### src/dvfm_pkg.sv
// Shared constants for the mode-register device and its controller
package dvfm_pkg;
  // Mode addresses on the command/address link
  localparam logic [5:0] MA_REFRESH_STATUS = 6'h04;
  localparam logic [5:0] MA_SET_POINT_CTRL = 6'h0D;
  localparam logic [5:0] MA_DQ_REF_LEVEL = 6'h0E;
  localparam logic [5:0] MA_DQ_CAL_INVERT = 6'h0F;
  // Bit positions in set_point_control_reg
  localparam int SPC_TRAIN = 0;
  localparam int SPC_PREAMBLE = 1;
  localparam int SPC_REF_OUT = 2;
  localparam int SPC_FAST_CUR = 3;
  localparam int SPC_RATE_OPT = 4;
  localparam int SPC_MASK_DIS = 5;
  localparam int SPC_WR_SEL = 6;
  localparam int SPC_OP_SEL = 7;
  // Field of dq_reference_level
  localparam int DQREF_RANGE = 6;
  localparam logic [5:0] DQREF_MAX = 6'h32;
  // Values after reset
  localparam logic [7:0] SPC_RST = 8'h00;
  localparam logic [7:0] DQREF_RST = 8'h5D;
  localparam logic [7:0] INV_RST = 8'h00;
  // Refresh-rate codes
  localparam logic [2:0] RATE_CODE_A = 3'h1;
  localparam logic [2:0] RATE_CODE_B = 3'h2;
  localparam logic [2:0] RATE_CODE_SUB = 3'h3;
  // Command codes on the first beat of a frame
  localparam logic [5:0] CMD_NOP = 6'h00;
  localparam logic [5:0] CMD_MODE_WR = 6'h06;
  localparam logic [5:0] CMD_MASK_WR = 6'h0C;
  localparam logic [5:0] CMD_MODE_RD = 6'h0E;
  localparam logic [5:0] CMD_CAL_RD = 6'h18;
  // Beats in each frame and response lifetime in link rising edges
  localparam int FRAME_BEATS = 4;
  localparam logic [1:0] RESP_EDGES_RD = 2'h2;
  localparam logic [1:0] RESP_EDGES_CAL = 2'h3;
  // Controller register offsets on APB
  localparam logic [7:0] APB_CMD = 8'h00;
  localparam logic [7:0] APB_STATUS = 8'h04;
  localparam logic [7:0] APB_LINK = 8'h08;
  // Command kinds in the command register
  localparam logic [1:0] KIND_MODE_WR = 2'h0;
  localparam logic [1:0] KIND_MODE_RD = 2'h1;
  localparam logic [1:0] KIND_MASK_WR = 2'h2;
  localparam logic [1:0] KIND_CAL_RD = 2'h3;
  // Timing
  localparam int CLK_PERIOD_NS = 20;
  localparam int LINK_PERIOD_NS = 160;
  localparam int CK_DIV = LINK_PERIOD_NS / CLK_PERIOD_NS;
  localparam int VREF_STEP_SETTLE_NS = 80;
  localparam int SETTLE_CYC_PER_STEP =
    (VREF_STEP_SETTLE_NS + CLK_PERIOD_NS - 1) / CLK_PERIOD_NS;
endpackage

### src/dvfm_link_if.sv
// Command/address link between controller and mode-register device
`timescale 1ns/100ps
interface dvfm_link_if;
  logic ck; // Link clock from controller
  logic cke; // Clock enable
  logic reset_n; // Link reset, active low
  logic [5:0] ca; // Command/address beats
  logic [7:0] dq_out; // Device data drive value
  logic dq_oe; // Device drives data
  logic dmi_out; // Device lane-0 mask/inversion drive
  logic dmi_oe; // Device drives mask/inversion lane
  wire [7:0] dq; // Resolved data lanes, terminated low
  wire dmi; // Resolved mask/inversion lane
  assign dq = dq_oe ? dq_out : 8'h00;
  assign dmi = dmi_oe ? dmi_out : 1'b0;
  modport device (input ck, input cke, input reset_n, input ca,
    output dq_out, output dq_oe, output dmi_out, output dmi_oe);
  modport controller (output ck, output cke, output reset_n, output ca,
    input dq, input dmi);
endinterface

### src/dvfm_device.sv
// Mode-register bank of the DRAM: set points, reference level, invert mask
// Function
// RULE_01: Training bit set enters command bus training
// RULE_02: Training, clock enable low: mirror CA onto DQ
// RULE_03: Controller raises clock enable before leaving training
// RULE_04: Reference output drives active set point levels
// RULE_05: Fast-current bit selects high-current reference mode
// RULE_06: Rate option valid only when info bit set
// RULE_07: Option clear reports code three for one/two
// RULE_08: Controller follows reported refresh-rate field
// RULE_09: Self-refresh compensation ignores rate option
// RULE_10: Mask disable forbids masked writes
// RULE_11: Write select picks set point that writes update
// RULE_12: Device operates only on operating set point
// RULE_13: Reference codes above 110010B are reserved
// RULE_14: Bit six selects reference range with level
// RULE_15: Reference setting persists until written or reset
// RULE_16: Reads return eight bits, reserved as zero
// RULE_17: Write select picks copy for writes, reads
// RULE_18: Invert register flips calibration lanes per bit
// RULE_19: Set-point control register at address 0DH
// RULE_20: Calibration never inverts mask lane zero
// RULE_21: Calibration applies no data bus inversion
// RULE_22: Controller waits for reference settling after change
`timescale 1ns/100ps
module dvfm_device
  import dvfm_pkg::*;
(
  input wire logic core_clk, // System clock, 50 MHz
  input wire logic reset, // Asynchronous reset, active high
  dvfm_link_if.device link, // Link to the controller
  input wire logic info_rate_opt_ok, // Device-info bit zero
  input wire logic dbi_enable, // Data bus inversion enable, io config
  input wire logic [2:0] temp_rate_code, // Raw temperature rate code
  input wire logic [7:0] cal_pattern, // Calibration pattern, lanes 7..0
  input wire logic cal_pattern_dmi, // Calibration pattern, mask lane
  output logic training_active, // Command bus training mode
  output logic preamble_training, // Read preamble training enable
  output logic ref_output_en, // Reference output mode
  output logic fast_current_en, // High-current reference mode
  output logic mask_enable, // Data masking supported
  output logic [6:0] dq_vref_active, // Range and level in use
  output logic [2:0] refresh_rate_status, // Reported refresh rate
  output logic [2:0] self_refresh_rate, // Compensated self-refresh rate
  output logic masked_write_illegal // Sticky: masked write while disabled
);

  // Command parser phases
  typedef enum logic [1:0] {
    PH_CMD,
    PH_ADDR,
    PH_OP_LO,
    PH_OP_HI
  } dvfm_phase_t;

  // All device state
  typedef struct packed {
    logic [1:0] ck_s; // Link clock synchroniser
    logic [1:0] cke_s; // Clock enable synchroniser
    logic [1:0] rstn_s; // Link reset synchroniser
    logic [5:0] ca_s1; // CA first stage
    logic [5:0] ca_s2; // CA second stage
    logic ck_prev; // Previous synchronised link clock
    dvfm_phase_t phase; // Parser phase
    logic [5:0] cmd; // Command of the frame
    logic [5:0] addr; // Mode address of the frame
    logic [5:0] op_lo; // Low operand bits
    logic [7:0] spc; // set_point_control_reg
    logic [7:0] ref0; // dq_reference_level, set point 0
    logic [7:0] ref1; // dq_reference_level, set point 1
    logic [7:0] inv; // dq_calibration_invert_low
    logic [1:0] resp_left; // Link edges left on a response
    logic [7:0] resp_data; // Response data lanes
    logic resp_dmi; // Response mask lane
    logic [7:0] dq_out; // Data drive
    logic dq_oe; // Data enable
    logic dmi_out; // Mask lane drive
    logic dmi_oe; // Mask lane enable
    logic illegal; // Masked write seen while disabled
    logic [6:0] vref_act; // Active range and level
    logic [2:0] rate; // Reported refresh rate
    logic [2:0] sr_rate; // Self-refresh rate
  } dvfm_dev_st_t;

  dvfm_dev_st_t st_reg;
  dvfm_dev_st_t st_next;
  logic rise; // Link clock rising edge seen
  logic [7:0] op_full; // Operand of a mode write
  logic [7:0] wr_copy; // Copy chosen by the write select
  logic train_mirror; // Training with clock enable low

  // Pick one of two set-point copies
  function automatic logic [7:0] pick_copy(input logic sel,
    input logic [7:0] c0, input logic [7:0] c1);
    pick_copy = sel ? c1 : c0;
  endfunction

  // Next-state logic
  always_comb begin
    st_next = st_reg;
    st_next.ck_s = {st_reg.ck_s[0], link.ck};
    st_next.cke_s = {st_reg.cke_s[0], link.cke};
    st_next.rstn_s = {st_reg.rstn_s[0], link.reset_n};
    st_next.ca_s1 = link.ca;
    st_next.ca_s2 = st_reg.ca_s1;
    st_next.ck_prev = st_reg.ck_s[1];
    rise = st_reg.ck_s[1] & ~st_reg.ck_prev;
    op_full = {st_reg.ca_s2[1:0], st_reg.op_lo};
    wr_copy = pick_copy(st_reg.spc[SPC_WR_SEL], st_reg.ref0,
      st_reg.ref1); // RULE_17
    train_mirror = st_reg.spc[SPC_TRAIN] & ~st_reg.cke_s[1];
    // Count down a standing response on each link rising edge
    if (rise && st_reg.resp_left != 2'h0) begin
      st_next.resp_left = st_reg.resp_left - 2'h1;
    end
    if (train_mirror) begin
      // Commands ignored while training with clock enable low
      st_next.phase = PH_CMD; // RULE_02
    end else if (rise) begin
      unique case (st_reg.phase)
        PH_CMD: begin
          st_next.cmd = st_reg.ca_s2;
          if (st_reg.ca_s2 == CMD_MODE_WR ||
              st_reg.ca_s2 == CMD_MODE_RD) begin
            st_next.phase = PH_ADDR;
          end else if (st_reg.ca_s2 == CMD_MASK_WR) begin
            // Masked write is illegal once masking is disabled
            if (st_reg.spc[SPC_MASK_DIS]) begin
              st_next.illegal = 1'b1; // RULE_10
            end
          end else if (st_reg.ca_s2 == CMD_CAL_RD) begin
            // Invert per lane; mask lane and inversion untouched
            st_next.resp_data = cal_pattern ^ st_reg.inv; // RULE_18 RULE_21
            st_next.resp_dmi = cal_pattern_dmi; // RULE_20
            st_next.resp_left = RESP_EDGES_CAL;
          end
        end
        PH_ADDR: begin
          st_next.addr = st_reg.ca_s2;
          if (st_reg.cmd == CMD_MODE_RD) begin
            st_next.phase = PH_CMD;
            st_next.resp_left = RESP_EDGES_RD;
            st_next.resp_dmi = 1'b0;
            // Read data on lanes 7..0, reserved bits zero
            if (st_reg.ca_s2 == MA_DQ_REF_LEVEL) begin
              st_next.resp_data = wr_copy; // RULE_16 RULE_17
            end else if (st_reg.ca_s2 == MA_REFRESH_STATUS) begin
              st_next.resp_data = {5'h00, st_reg.rate};
            end else begin
              st_next.resp_data = 8'h00; // RULE_16
            end
          end else begin
            st_next.phase = PH_OP_LO;
          end
        end
        PH_OP_LO: begin
          st_next.op_lo = st_reg.ca_s2;
          st_next.phase = PH_OP_HI;
        end
        PH_OP_HI: begin
          st_next.phase = PH_CMD;
          if (st_reg.addr == MA_SET_POINT_CTRL) begin
            // Control bits, training entry/exit by bit zero
            st_next.spc = op_full; // RULE_19 RULE_01
          end else if (st_reg.addr == MA_DQ_REF_LEVEL) begin
            // Range and level written together into one copy
            if (st_reg.spc[SPC_WR_SEL]) begin
              st_next.ref1 = {1'b0, op_full[DQREF_RANGE],
                op_full[5:0]}; // RULE_11 RULE_14 RULE_17
            end else begin
              st_next.ref0 = {1'b0, op_full[DQREF_RANGE],
                op_full[5:0]}; // RULE_11 RULE_14 RULE_17
            end
          end else if (st_reg.addr == MA_DQ_CAL_INVERT) begin
            st_next.inv = op_full; // RULE_18
          end
        end
      endcase
    end
    // Operating copy alone drives the reference
    st_next.vref_act = 7'(pick_copy(st_reg.spc[SPC_OP_SEL], st_reg.ref0,
      st_reg.ref1)); // RULE_12
    // Rate option only counts when the device-info bit allows it
    if (info_rate_opt_ok && !st_reg.spc[SPC_RATE_OPT] &&
        (temp_rate_code == RATE_CODE_A ||
         temp_rate_code == RATE_CODE_B)) begin
      st_next.rate = RATE_CODE_SUB; // RULE_06 RULE_07
    end else begin
      st_next.rate = temp_rate_code; // RULE_06
    end
    // Self-refresh follows the raw code whatever the option
    st_next.sr_rate = temp_rate_code; // RULE_09
    // Data lanes: mirror, then response, then reference output
    if (train_mirror) begin
      st_next.dq_out = {2'b00, st_reg.ca_s2}; // RULE_02
      st_next.dq_oe = 1'b1;
      st_next.dmi_oe = 1'b0;
    end else if (st_next.resp_left != 2'h0) begin
      st_next.dq_out = st_next.resp_data;
      st_next.dq_oe = 1'b1;
      st_next.dmi_out = st_next.resp_dmi;
      st_next.dmi_oe = 1'b1;
    end else if (st_reg.spc[SPC_REF_OUT]) begin
      // Active set point level only, range in bit six
      st_next.dq_out = {1'b0, st_next.vref_act}; // RULE_04
      st_next.dq_oe = 1'b1;
      st_next.dmi_oe = 1'b0;
    end else begin
      st_next.dq_oe = 1'b0;
      st_next.dmi_oe = 1'b0;
    end
    // Link reset returns registers to their reset values
    if (!st_reg.rstn_s[1]) begin
      st_next.spc = SPC_RST;
      st_next.ref0 = DQREF_RST; // RULE_15
      st_next.ref1 = DQREF_RST; // RULE_15
      st_next.inv = INV_RST;
      st_next.phase = PH_CMD;
      st_next.resp_left = 2'h0;
      st_next.illegal = 1'b0;
      st_next.dq_oe = 1'b0;
      st_next.dmi_oe = 1'b0;
    end
  end

  // State register
  always_ff @(posedge core_clk or posedge reset) begin
    if (reset) begin
      st_reg <= '{ck_s: 2'b00, cke_s: 2'b00, rstn_s: 2'b00,
        ca_s1: 6'h00, ca_s2: 6'h00, ck_prev: 1'b0, phase: PH_CMD,
        cmd: 6'h00, addr: 6'h00, op_lo: 6'h00, spc: SPC_RST,
        ref0: DQREF_RST, ref1: DQREF_RST, inv: INV_RST,
        resp_left: 2'h0, resp_data: 8'h00, resp_dmi: 1'b0,
        dq_out: 8'h00, dq_oe: 1'b0, dmi_out: 1'b0, dmi_oe: 1'b0,
        illegal: 1'b0, vref_act: DQREF_RST[6:0], rate: 3'h0,
        sr_rate: 3'h0};
    end else begin
      st_reg <= st_next;
    end
  end

  // Outputs straight from state
  assign link.dq_out = st_reg.dq_out;
  assign link.dq_oe = st_reg.dq_oe;
  assign link.dmi_out = st_reg.dmi_out;
  assign link.dmi_oe = st_reg.dmi_oe;
  assign training_active = st_reg.spc[SPC_TRAIN]; // RULE_01
  assign preamble_training = st_reg.spc[SPC_PREAMBLE];
  assign ref_output_en = st_reg.spc[SPC_REF_OUT]; // RULE_04
  assign fast_current_en = st_reg.spc[SPC_FAST_CUR]; // RULE_05
  assign mask_enable = ~st_reg.spc[SPC_MASK_DIS]; // RULE_10
  assign dq_vref_active = st_reg.vref_act;
  assign refresh_rate_status = st_reg.rate;
  assign self_refresh_rate = st_reg.sr_rate;
  assign masked_write_illegal = st_reg.illegal;

endmodule

### src/flat_wrapper.sv
// flat-port wrapper written by rule: the top's interface ports become plain ports
module dvfm_device_flat import dvfm_pkg::*;
  (core_clk, reset, info_rate_opt_ok, dbi_enable, temp_rate_code, cal_pattern, cal_pattern_dmi, training_active, preamble_training, ref_output_en, fast_current_en, mask_enable, dq_vref_active, refresh_rate_status, self_refresh_rate, masked_write_illegal, link_ck, link_cke, link_reset_n, link_ca, link_dq_out, link_dq_oe, link_dmi_out, link_dmi_oe);
  dvfm_link_if link_i ();
  input wire logic core_clk;
  input wire logic reset;
  input wire logic info_rate_opt_ok;
  input wire logic dbi_enable;
  input wire logic [2:0] temp_rate_code;
  input wire logic [7:0] cal_pattern;
  input wire logic cal_pattern_dmi;
  output logic training_active;
  output logic preamble_training;
  output logic ref_output_en;
  output logic fast_current_en;
  output logic mask_enable;
  output logic [6:0] dq_vref_active;
  output logic [2:0] refresh_rate_status;
  output logic [2:0] self_refresh_rate;
  output logic masked_write_illegal;
  input wire logic [$bits(link_i.ck)-1:0] link_ck;
  input wire logic [$bits(link_i.cke)-1:0] link_cke;
  input wire logic [$bits(link_i.reset_n)-1:0] link_reset_n;
  input wire logic [$bits(link_i.ca)-1:0] link_ca;
  output wire logic [$bits(link_i.dq_out)-1:0] link_dq_out;
  output wire logic [$bits(link_i.dq_oe)-1:0] link_dq_oe;
  output wire logic [$bits(link_i.dmi_out)-1:0] link_dmi_out;
  output wire logic [$bits(link_i.dmi_oe)-1:0] link_dmi_oe;
  assign link_i.ck = link_ck;
  assign link_i.cke = link_cke;
  assign link_i.reset_n = link_reset_n;
  assign link_i.ca = link_ca;
  assign link_dq_out = link_i.dq_out;
  assign link_dq_oe = link_i.dq_oe;
  assign link_dmi_out = link_i.dmi_out;
  assign link_dmi_oe = link_i.dmi_oe;
  dvfm_device u_core (.core_clk(core_clk), .reset(reset), .link(link_i), .info_rate_opt_ok(info_rate_opt_ok), .dbi_enable(dbi_enable), .temp_rate_code(temp_rate_code), .cal_pattern(cal_pattern), .cal_pattern_dmi(cal_pattern_dmi), .training_active(training_active), .preamble_training(preamble_training), .ref_output_en(ref_output_en), .fast_current_en(fast_current_en), .mask_enable(mask_enable), .dq_vref_active(dq_vref_active), .refresh_rate_status(refresh_rate_status), .self_refresh_rate(self_refresh_rate), .masked_write_illegal(masked_write_illegal));
endmodule
### config.mk
export PLATFORM = sky130hd
export DESIGN_NAME = dvfm_device_flat
export DESIGN_NICKNAME = d
export VERILOG_FILES = /design/src/dvfm_pkg.sv /design/src/dvfm_link_if.sv /design/src/dvfm_device.sv /design/src/flat_wrapper.sv
export SDC_FILE = /design/constraint.sdc
export NUM_CORES = 1
export LEC_CHECK = 0
export BUFFER_PORTS_ARGS = -buffer_cell sky130_fd_sc_hd__buf_4
export CORE_UTILIZATION = 60
export DETAILED_ROUTE_END_ITERATION = 7
export PLACE_DENSITY = 0.82
export SYNTH_ARGS = -nofsm -noshare
export SYNTH_HDL_FRONTEND = slang
export SYNTH_SLANG_ARGS = --single-unit
export TNS_END_PERCENT = 10
### constraint.sdc
create_clock -name core_clk -period 6.34 [get_ports core_clk]
set_clock_uncertainty 0.15 [all_clocks]
set_input_delay 0.317 -clock core_clk [delete_from_list [all_inputs] [get_ports core_clk]]
set_output_delay 0.317 -clock core_clk [all_outputs]
set_load 0.05 [all_outputs]
==> run summary, run 1 <==
Status = complete, no violations
Max Clock Freq = 353 MHz
Final period utilization = 44.7%
Critical Path Source = u_core.training_active
Critical R2R Capture = u_core.link.dq_out[2]
Die area = 7970 sq um
Startpoint Class = register
Crit path max-delay family = simple AND/OR/NAND/NOR gates
Wirelength, routed = 9.80 mm
Reg2reg path depth = 6
Setup_tns = 0 ns
Yosys warns = 0
RSZ-0062 raised after global routing = false
Largest net degree at the start of global routing = 77
Clock tree buffer depth = 2
GR Overflow Total = 0
Cells after Synth = 398
Async SR Flop Fraction = 100%
Max-slew violation count = 0
Slew headroom = 20.0%
Drt via density = 5.87
Max VDD drop = 0.152 mV
Simple-gate portion of the synthesized area = 13.5%
Drc violations = 0
Final ANT Viol Nets = 0
1st-iter DRT viols = 215
Total GRT Usage = 26.9%
Routed vias = 3164
Worst setup EP type = register
Root buffer cell = clkbuf_8
WS Path Type = reg2reg
Vias in the first global route = 3017
Routability cong. = 0.864
CP Cell Sequence = nand2b_1 > nand4_1 > nor2_1 > a22oi_2 > a22o_1 > a21oi_1
P per Cell Area = 295 nW/um^2
CP Data Arrival Time = 2.97 ns
Htree depth = 3
Leak pwr = 2.35 nW
Number of flip-flops in the largest register = 58
Launch point of the worst reg-to-reg path = u_core.training_active
Slowest stage delay, CP = 0.70 ns
Slowest CP cell = nand4_1
Antenna Cells = 0
Post-synth cell types = 50
Num CTS Buffers = 9
IO Pins = 55
Area of the multi-input gates = 1630 sq um
Number of synthesized flops with an enable pin = 0
#FFs+latches synth = 105
Synth Flop Type = dfrtp_1
Worst-Skew Late Latency = 0.36 ns
Clock sink count = 105
DP HPWL = 6.62 mm
Port Buffer Count = 53
TritonCTS clock tree = yes
Syn avg cell area = 11.5 sq um
Effective utilization at floorplan = 62.7%
Fillers = 545
Pre-Repair DR Iteration Count = 6
Buffers & Inverters on Critical Path = 0
Core box area = 7290 sq um
Netlist Area Pre-Place = 4570 sq um
Critical Path RT = 6.47 ns
Fin util = 70.8%
Die Y = 89.3 um
Worst-path clk slew = 0.10 ns
Most frequent cells in the layout = dfrtp_1, buf_4, nand2_1, nor2_1, mux2_2
Global-route wire length before repair = 15.3 mm
Share of post-route cells with drive strength above 1 = 27.3%
Final Net Count = 461
Seq/Total Area, Yosys = 57.9%
Largest family of logic cells by synthesized area = simple AND/OR/NAND/NOR gates
Worst R2R Setup Slack = 3.50 ns
Net Count, Synth = 424
Final setup fails = 0
Routed wire length per instance = 18.2 um
Die width = 89.3 um
Synth Area in Adders = 0.274%
Initial antenna violation count = 0
Crit path depth = 6
Commonest non-fill, non-tap cell in the layout = dfrtp_1
Synth Area in Compound Gates = 9.67%
Xor/xnor share of the synthesized area = 1.73%
Num rows = 31
Min cycle time layout = 2.84 ns
Worst Setup EP = u_core.link.dq_out[2]
Maxcap violations = 0
Crit path max fanout = 20
Worst slew pin tran = 1.19 ns
Total area of sequential cells = 2650 sq um
Mux share of post-synthesis cell area = 10.5%
Hold crit path type = in2reg
Final Hold Fails = 0
Layout Area Growth over Synthesis = 13.0%
cell usage after synthesis (2+ instances only):
master,instances,area share [%]
nand2_1,41,3.4
clkbuf_1,15,1.2
a31oi_1,10,1.4
nor3_1,3,0.33
and2_1,2,0.27
a21oi_1,8,0.88
o21ai_0,17,1.9
nand2b_1,2,0.27
o21a_1,7,1.2
nor2_1,34,2.8
a21o_1,2,0.33
nand4_1,4,0.55
nor4_1,7,0.96
dfstp_2,15,8.6
buf_2,2,0.22
o211ai_1,5,0.82
o32ai_1,2,0.38
nor2b_1,3,0.41
nand3b_1,2,0.33
xnor2_1,2,0.38
a221o_1,4,0.88
nand4b_1,2,0.38
nand3_1,10,1.1
dfrtp_1,90,49
inv_1,11,0.90
nor3b_1,3,0.49
buf_6,2,0.49
mux2_2,24,5.9
xor2_1,7,1.3
buf_4,21,3.5
a22oi_1,2,0.33
mux2i_1,21,4.6
kinds of logic after synthesis:
family,count (synthesis)
AO/OA/AOI/OAI,65
XOR/XNOR,9
adder cells (fa/ha/maj),1
buffers and inverters,52
flip-flops,105
multiplexers,45
AND/OR/NAND/NOR,121
report_power, final:
| part | total [mW] | switching, mW | internal (mW) |
|---|---|---|---|
| Combinational | 0.371 | 0.239 | 0.131 |
| Clock | 0.378 | 0.230 | 0.148 |
| Sequential | 0.774 | 0.0394 | 0.734 |
worst min-delay path by stage:
stage	startpoint	end	slack, ns	cells past startpoint
floorplan	u_core.st_next[89]	u_core.op_full[6]	0.18	0
global placement	reset	u_core.link.dmi_out	0.17	2
detailed placement	reset	u_core.st_reg[25]	0.18	2
CTS	cal_pattern_dmi	u_core.st_reg[25]	0.07	2
global route	cal_pattern_dmi	u_core.st_reg[25]	0.07	2
finish	cal_pattern_dmi	u_core.st_reg[25]	0.08	2
through the flow:
stage	setup WS, ns	area (sq um)	hold WS, ns	instances	power (mW)
floorplan	3.14	4570	0.181	398	1.08
global placement	3.64	4850	0.169	510	1.14
detailed placement	3.58	4850	0.176	510	1.15
CTS	3.53	5160	0.0696	539	1.53
global route	3.21	5160	0.0730	539	1.60
finish	3.50	5160	0.0813	539	1.52
cell type report:
type / count / area share, %
inverter: 11 / 0.848
timing repair buffer: 67 / 10.4
clock buffer: 10 / 2.47
clock inverter: 6 / 1.02
multi-input combinational: 241 / 31.6
tap: 99 / 2.40
sequential: 105 / 51.3
layer usage:
metal | part of all wire, % | up-vias | wire length [um] | track usage (%)
li1 | - | 1441 | - | -
met1 | 42 | 1563 | 4150 | 34.3
met2 | 49 | 137 | 4780 | 45.1
met3 | 6.3 | 23 | 613 | 6.65
met4 | 2.6 | 0 | 251 | 9.81
met5 | 0 | - | 0 | 0
timing repair:
item,CTS,global route
hold buffers,13,0
resized for setup,0,0
buffers inserted,0,0
endpoints found under the hold margin,42,0
(Power assumes the default switching activity.)
==> run 2: changes to the inputs <==
--- a/config.mk
+++ b/config.mk
@@ -5,10 +5,11 @@
 export SDC_FILE = /design/constraint.sdc
 export NUM_CORES = 1
 export LEC_CHECK = 0
+export ABC_AREA = 1
 export BUFFER_PORTS_ARGS = -buffer_cell sky130_fd_sc_hd__buf_4
-export CORE_UTILIZATION = 60
+export CORE_UTILIZATION = 52
 export DETAILED_ROUTE_END_ITERATION = 7
-export PLACE_DENSITY = 0.82
+export PLACE_DENSITY = 0.75
 export SYNTH_ARGS = -nofsm -noshare
 export SYNTH_HDL_FRONTEND = slang
 export SYNTH_SLANG_ARGS = --single-unit
==> constraint.sdc (replaced) <==
create_clock -name core_clk -period 2.6 [get_ports core_clk]
set_clock_uncertainty 0.15 [all_clocks]
set_input_delay 0.13 -clock core_clk [delete_from_list [all_inputs] [get_ports core_clk]]
set_output_delay 0.13 -clock core_clk [all_outputs]
set_load 0.05 [all_outputs]
==> run summary, run 2 <==
Antenna Cells = 0 (unchanged)
Worst-Skew Late Latency = 0.37 ns (about the same)
Internal power = 2.44 mW (+140%)
Global-route wire length before repair = 18.3 mm (+20%)
Launch point of the worst reg-to-reg path = u_core.training_active
Simple-gate portion of the synthesized area = 23.5% (+10 points)
Reg power frac = 52.6% (+1.8 points)
Seq/Total Area, Yosys = 55.6% (-2.3 points)
Maxcap violations = 0 (unchanged)
Worst-path clk slew = 0.10 ns (about the same)
Htree depth = 3 (unchanged)
Worst slew pin tran = 0.576 ns (-0.615 ns)
Worst setup EP type = register
M3 GR Usage = 5.11% (-1.5 points)
Pre-Repair DR Iteration Count = 7 (+1)
Final setup fails = 0 (unchanged)
Synth Flop Type = dfrtp_1
Clock tree buffer depth = 2 (unchanged)
Setup_tns = 0 ns (unchanged)
Final Hold Fails = 0 (unchanged)
Min-delay src = cal_pattern[4]
Async SR Flop Fraction = 100% (unchanged)
Clock group share of total power = 28.9% (+4.1 points)
CP Data Arrival Time = 2.47 ns (-0.50 ns)
Post-synth top area cell = dfrtp_1
Status = finished, violations left
Ranking of synthesized cells by area = dfrtp_1, nand2_1, dfstp_2, o21ai_0, inv_1
Largest family of logic cells by synthesized area = simple AND/OR/NAND/NOR gates
Yosys warns = 0 (unchanged)
Fin cells = 721 (+34%)
Number of synthesized flops with an enable pin = 0 (unchanged)
Cells after Synth = 553 (+39%)
Die Y = 97.7 um (+9.4%)
Fin util = 62.6% (-8.2 points)
Combinational share of power = 18.5% (-5.9 points)
Clock sink count = 105 (unchanged)
Drt via density = 5.29 (-9.9%)
Synth Area in Compound Gates = 9.05% (-0.62 points)
Initial antenna violation count = 0 (unchanged)
Effective utilization at floorplan = 54.0% (-8.6 points)
Failing checks = DRC
WS Path Type = reg2reg
Post-synth cell types = 35 (-30%)
Vias in the first global route = 3863 (+28%)
Startpoint Class = register
Final period utilization = 91.2% (+46 points)
Critical Path Source = u_core.training_active
Number of flip-flops in the largest register = 58 (unchanged)
Most frequent cells in the layout = nand2_1, dfrtp_1, buf_4, inv_1, nor2_1
Routability cong. = 0.919 (+6.4%)
Share of post-route cells with drive strength above 1 = 18.6% (-8.7 points)
Synth cell count leaders = nand2_1, dfrtp_1, inv_1, nor2_1, o21ai_0
Layout Area Growth over Synthesis = 15.8%
Netlist Area Pre-Place = 4760 sq um (+4.1%)
Total area of sequential cells = 2650 sq um (unchanged)
TritonCTS clock tree = yes
Hold crit path type = in2reg
Port Buffer Count = 53 (unchanged)
Final ANT Viol Nets = 0 (unchanged)
Synth Area in Adders = 0.263% (-0.011 points)
Commonest non-fill, non-tap cell in the layout = nand2_1
Placed instance count = 688 (+35%)
Area share of the largest cell type after synthesis = 47.3% (-2.0 points)
Met2 usage = 39.4% (-5.7 points)
Min cycle time layout = 2.37 ns (-0.464 ns)
Final Net Count = 634 (+38%)
Fillers = 720 (+32%)
Area of the multi-input gates = 1640 sq um (+0.77%)
Post-CTS Setup Bufs = 0 (unchanged)
Most frequent cell after synthesis = nand2_1
Total GRT Usage = 24.8% (-2.2 points)
#FFs+latches synth = 105 (unchanged)
1st-iter DRT viols = 243 (+13%)
Root buffer cell = clkbuf_8
Max-slew violation count = 0 (unchanged)
P per Cell Area = 641 nW/um^2 (+120%)
Grt peak-use layer = met2
IO Pins = 55 (unchanged)
Die width = 97.7 um (+9.4%)
Wirelength, routed = 10.9 mm (+11%)
GR Overflow Total = 0 (unchanged)
Critical Path RT = 2.70 ns (-3.77 ns)
NetSw = 1.09 mW (+120%)
Leak pwr = 2.72 nW (+16%)
Largest net degree at the start of global routing = 50 (-35%)
RSZ-0062 raised after global routing = false
Max VDD drop = 0.347 mV (+130%)
Power Total = 3.54 mW (+130%)
Die area = 9540 sq um (+20%)
Mux share of post-synthesis cell area = 0.237% (-10 points)
Routed wire length per instance = 15.1 um (-17%)
DP HPWL = 7.75 mm (+17%)
Max Clock Freq = 422 MHz (+20%)
Final instance area = 5510 sq um (+6.8%)
Slew headroom = 61.5% (+41 points)
Post-DP Area = 5150 sq um (+6.1%)
Core box area = 8810 sq um (+21%)
Xor/xnor share of the synthesized area = 1.47% (-0.25 points)
Net Count, Synth = 579 (+37%)
Drc violations = 9 (+9)
Met1 Track Usage GR = 32.6% (-1.8 points)
Syn avg cell area = 8.60 sq um (-25%)
Crit path max fanout = 13 (-35%)
Num rows = 34 (+9.7%)
Routed vias = 3815 (+21%)
Sw Share = 30.9% (-2.4 points)
Num CTS Buffers = 9 (unchanged)
-- run 2: power groups by stage --
stage	sequential, mW	combinational, mW	clock (mW)
6_report	1.86	0.653	1.02
5_1_grt	1.88	0.708	1.10
4_1_cts	1.86	0.654	1.03
3_5_place_dp	1.89	0.632	0
3_3_place_gp	1.89	0.620	0
2_1_floorplan	1.90	0.479	0
-- run 2: cells by family (layout without fill, tap and decap cells) --
| logic type | count (synthesis) | in the layout |
|---|---|---|
| AOI/OAI and AO/OA | 80 | 80 |
| xor gates and xnor gates | 8 | 8 |
| adders and majority gates | 1 | 1 |
| buffers and inverters | 99 | 159 |
| DFF | 105 | 105 |
| muxes | 1 | 1 |
| and+or+nand+nor | 259 | 259 |
-- run 2: final cells by class --
class	instances	area share (%)
clock buffer	10	2.32
clock inverter	6	1.20
inverter	64	4.43
multi-input combinational	349	29.8
sequential	105	48.0
tap	108	2.45
timing repair buffer	79	11.8
-- run 2: repair_timing --
| item | 4_1_cts | 5_1_grt |
|---|---|---|
| resized for setup | 0 | 0 |
| endpoints found under the hold margin | 76 | 0 |
| hold buffers | 17 | 0 |
-- run 2: final timing paths --
| kind | cells after the start | slack, ns | end |
|---|---|---|---|
| worst max-delay path | 10 | 0.23 | u_core.link.dq_out[6] |
| worst min-delay path | 6 | 0.03 | u_core.st_reg[30] |
| worst max register to register | 10 | 0.23 | u_core.link.dq_out[6] |
| worst min register to register | 0 | 0.21 | u_core.st_reg[92] |
| max in group asynchronous | 4 | 1.47 | u_core.st_reg[44] |
| min in group asynchronous | 3 | 0.17 | u_core.link.dmi_oe |
-- run 2: worst max-delay path, stage by stage (launching register included) --
cell and delay (ns):
dfrtp_1 0.42, nand2_2 0.24, nand2_4 0.18, nor2_4 0.16, nand2_1 0.09, nand2_1 0.08
nand2_2 0.07, nor2_4 0.31, nand3_2 0.31, nand3_1 0.19, o21ai_1 0.07
-- run 2: routing by layer --
metal  wire, um  share of wire [%]  vias up
met3        687                6.3       28
met2       5120                 47      149
met4        316                2.9        0
met5          0                  0        -
met1       4720                 44     1814
li1           -                  -     1824
-- run 2: metrics by stage --
| step | hold WS [ns] | setup slack [ns] |
|---|---|---|
| final | 0.0336 | 0.229 |
| after global routing | 0.0558 | 0.0873 |
| after CTS | 0.0151 | 0.252 |
| after detailed placement | 0.0160 | 0.273 |
| after global placement | 0.0167 | 0.347 |
| after floorplan | 0.0114 | 0.517 |
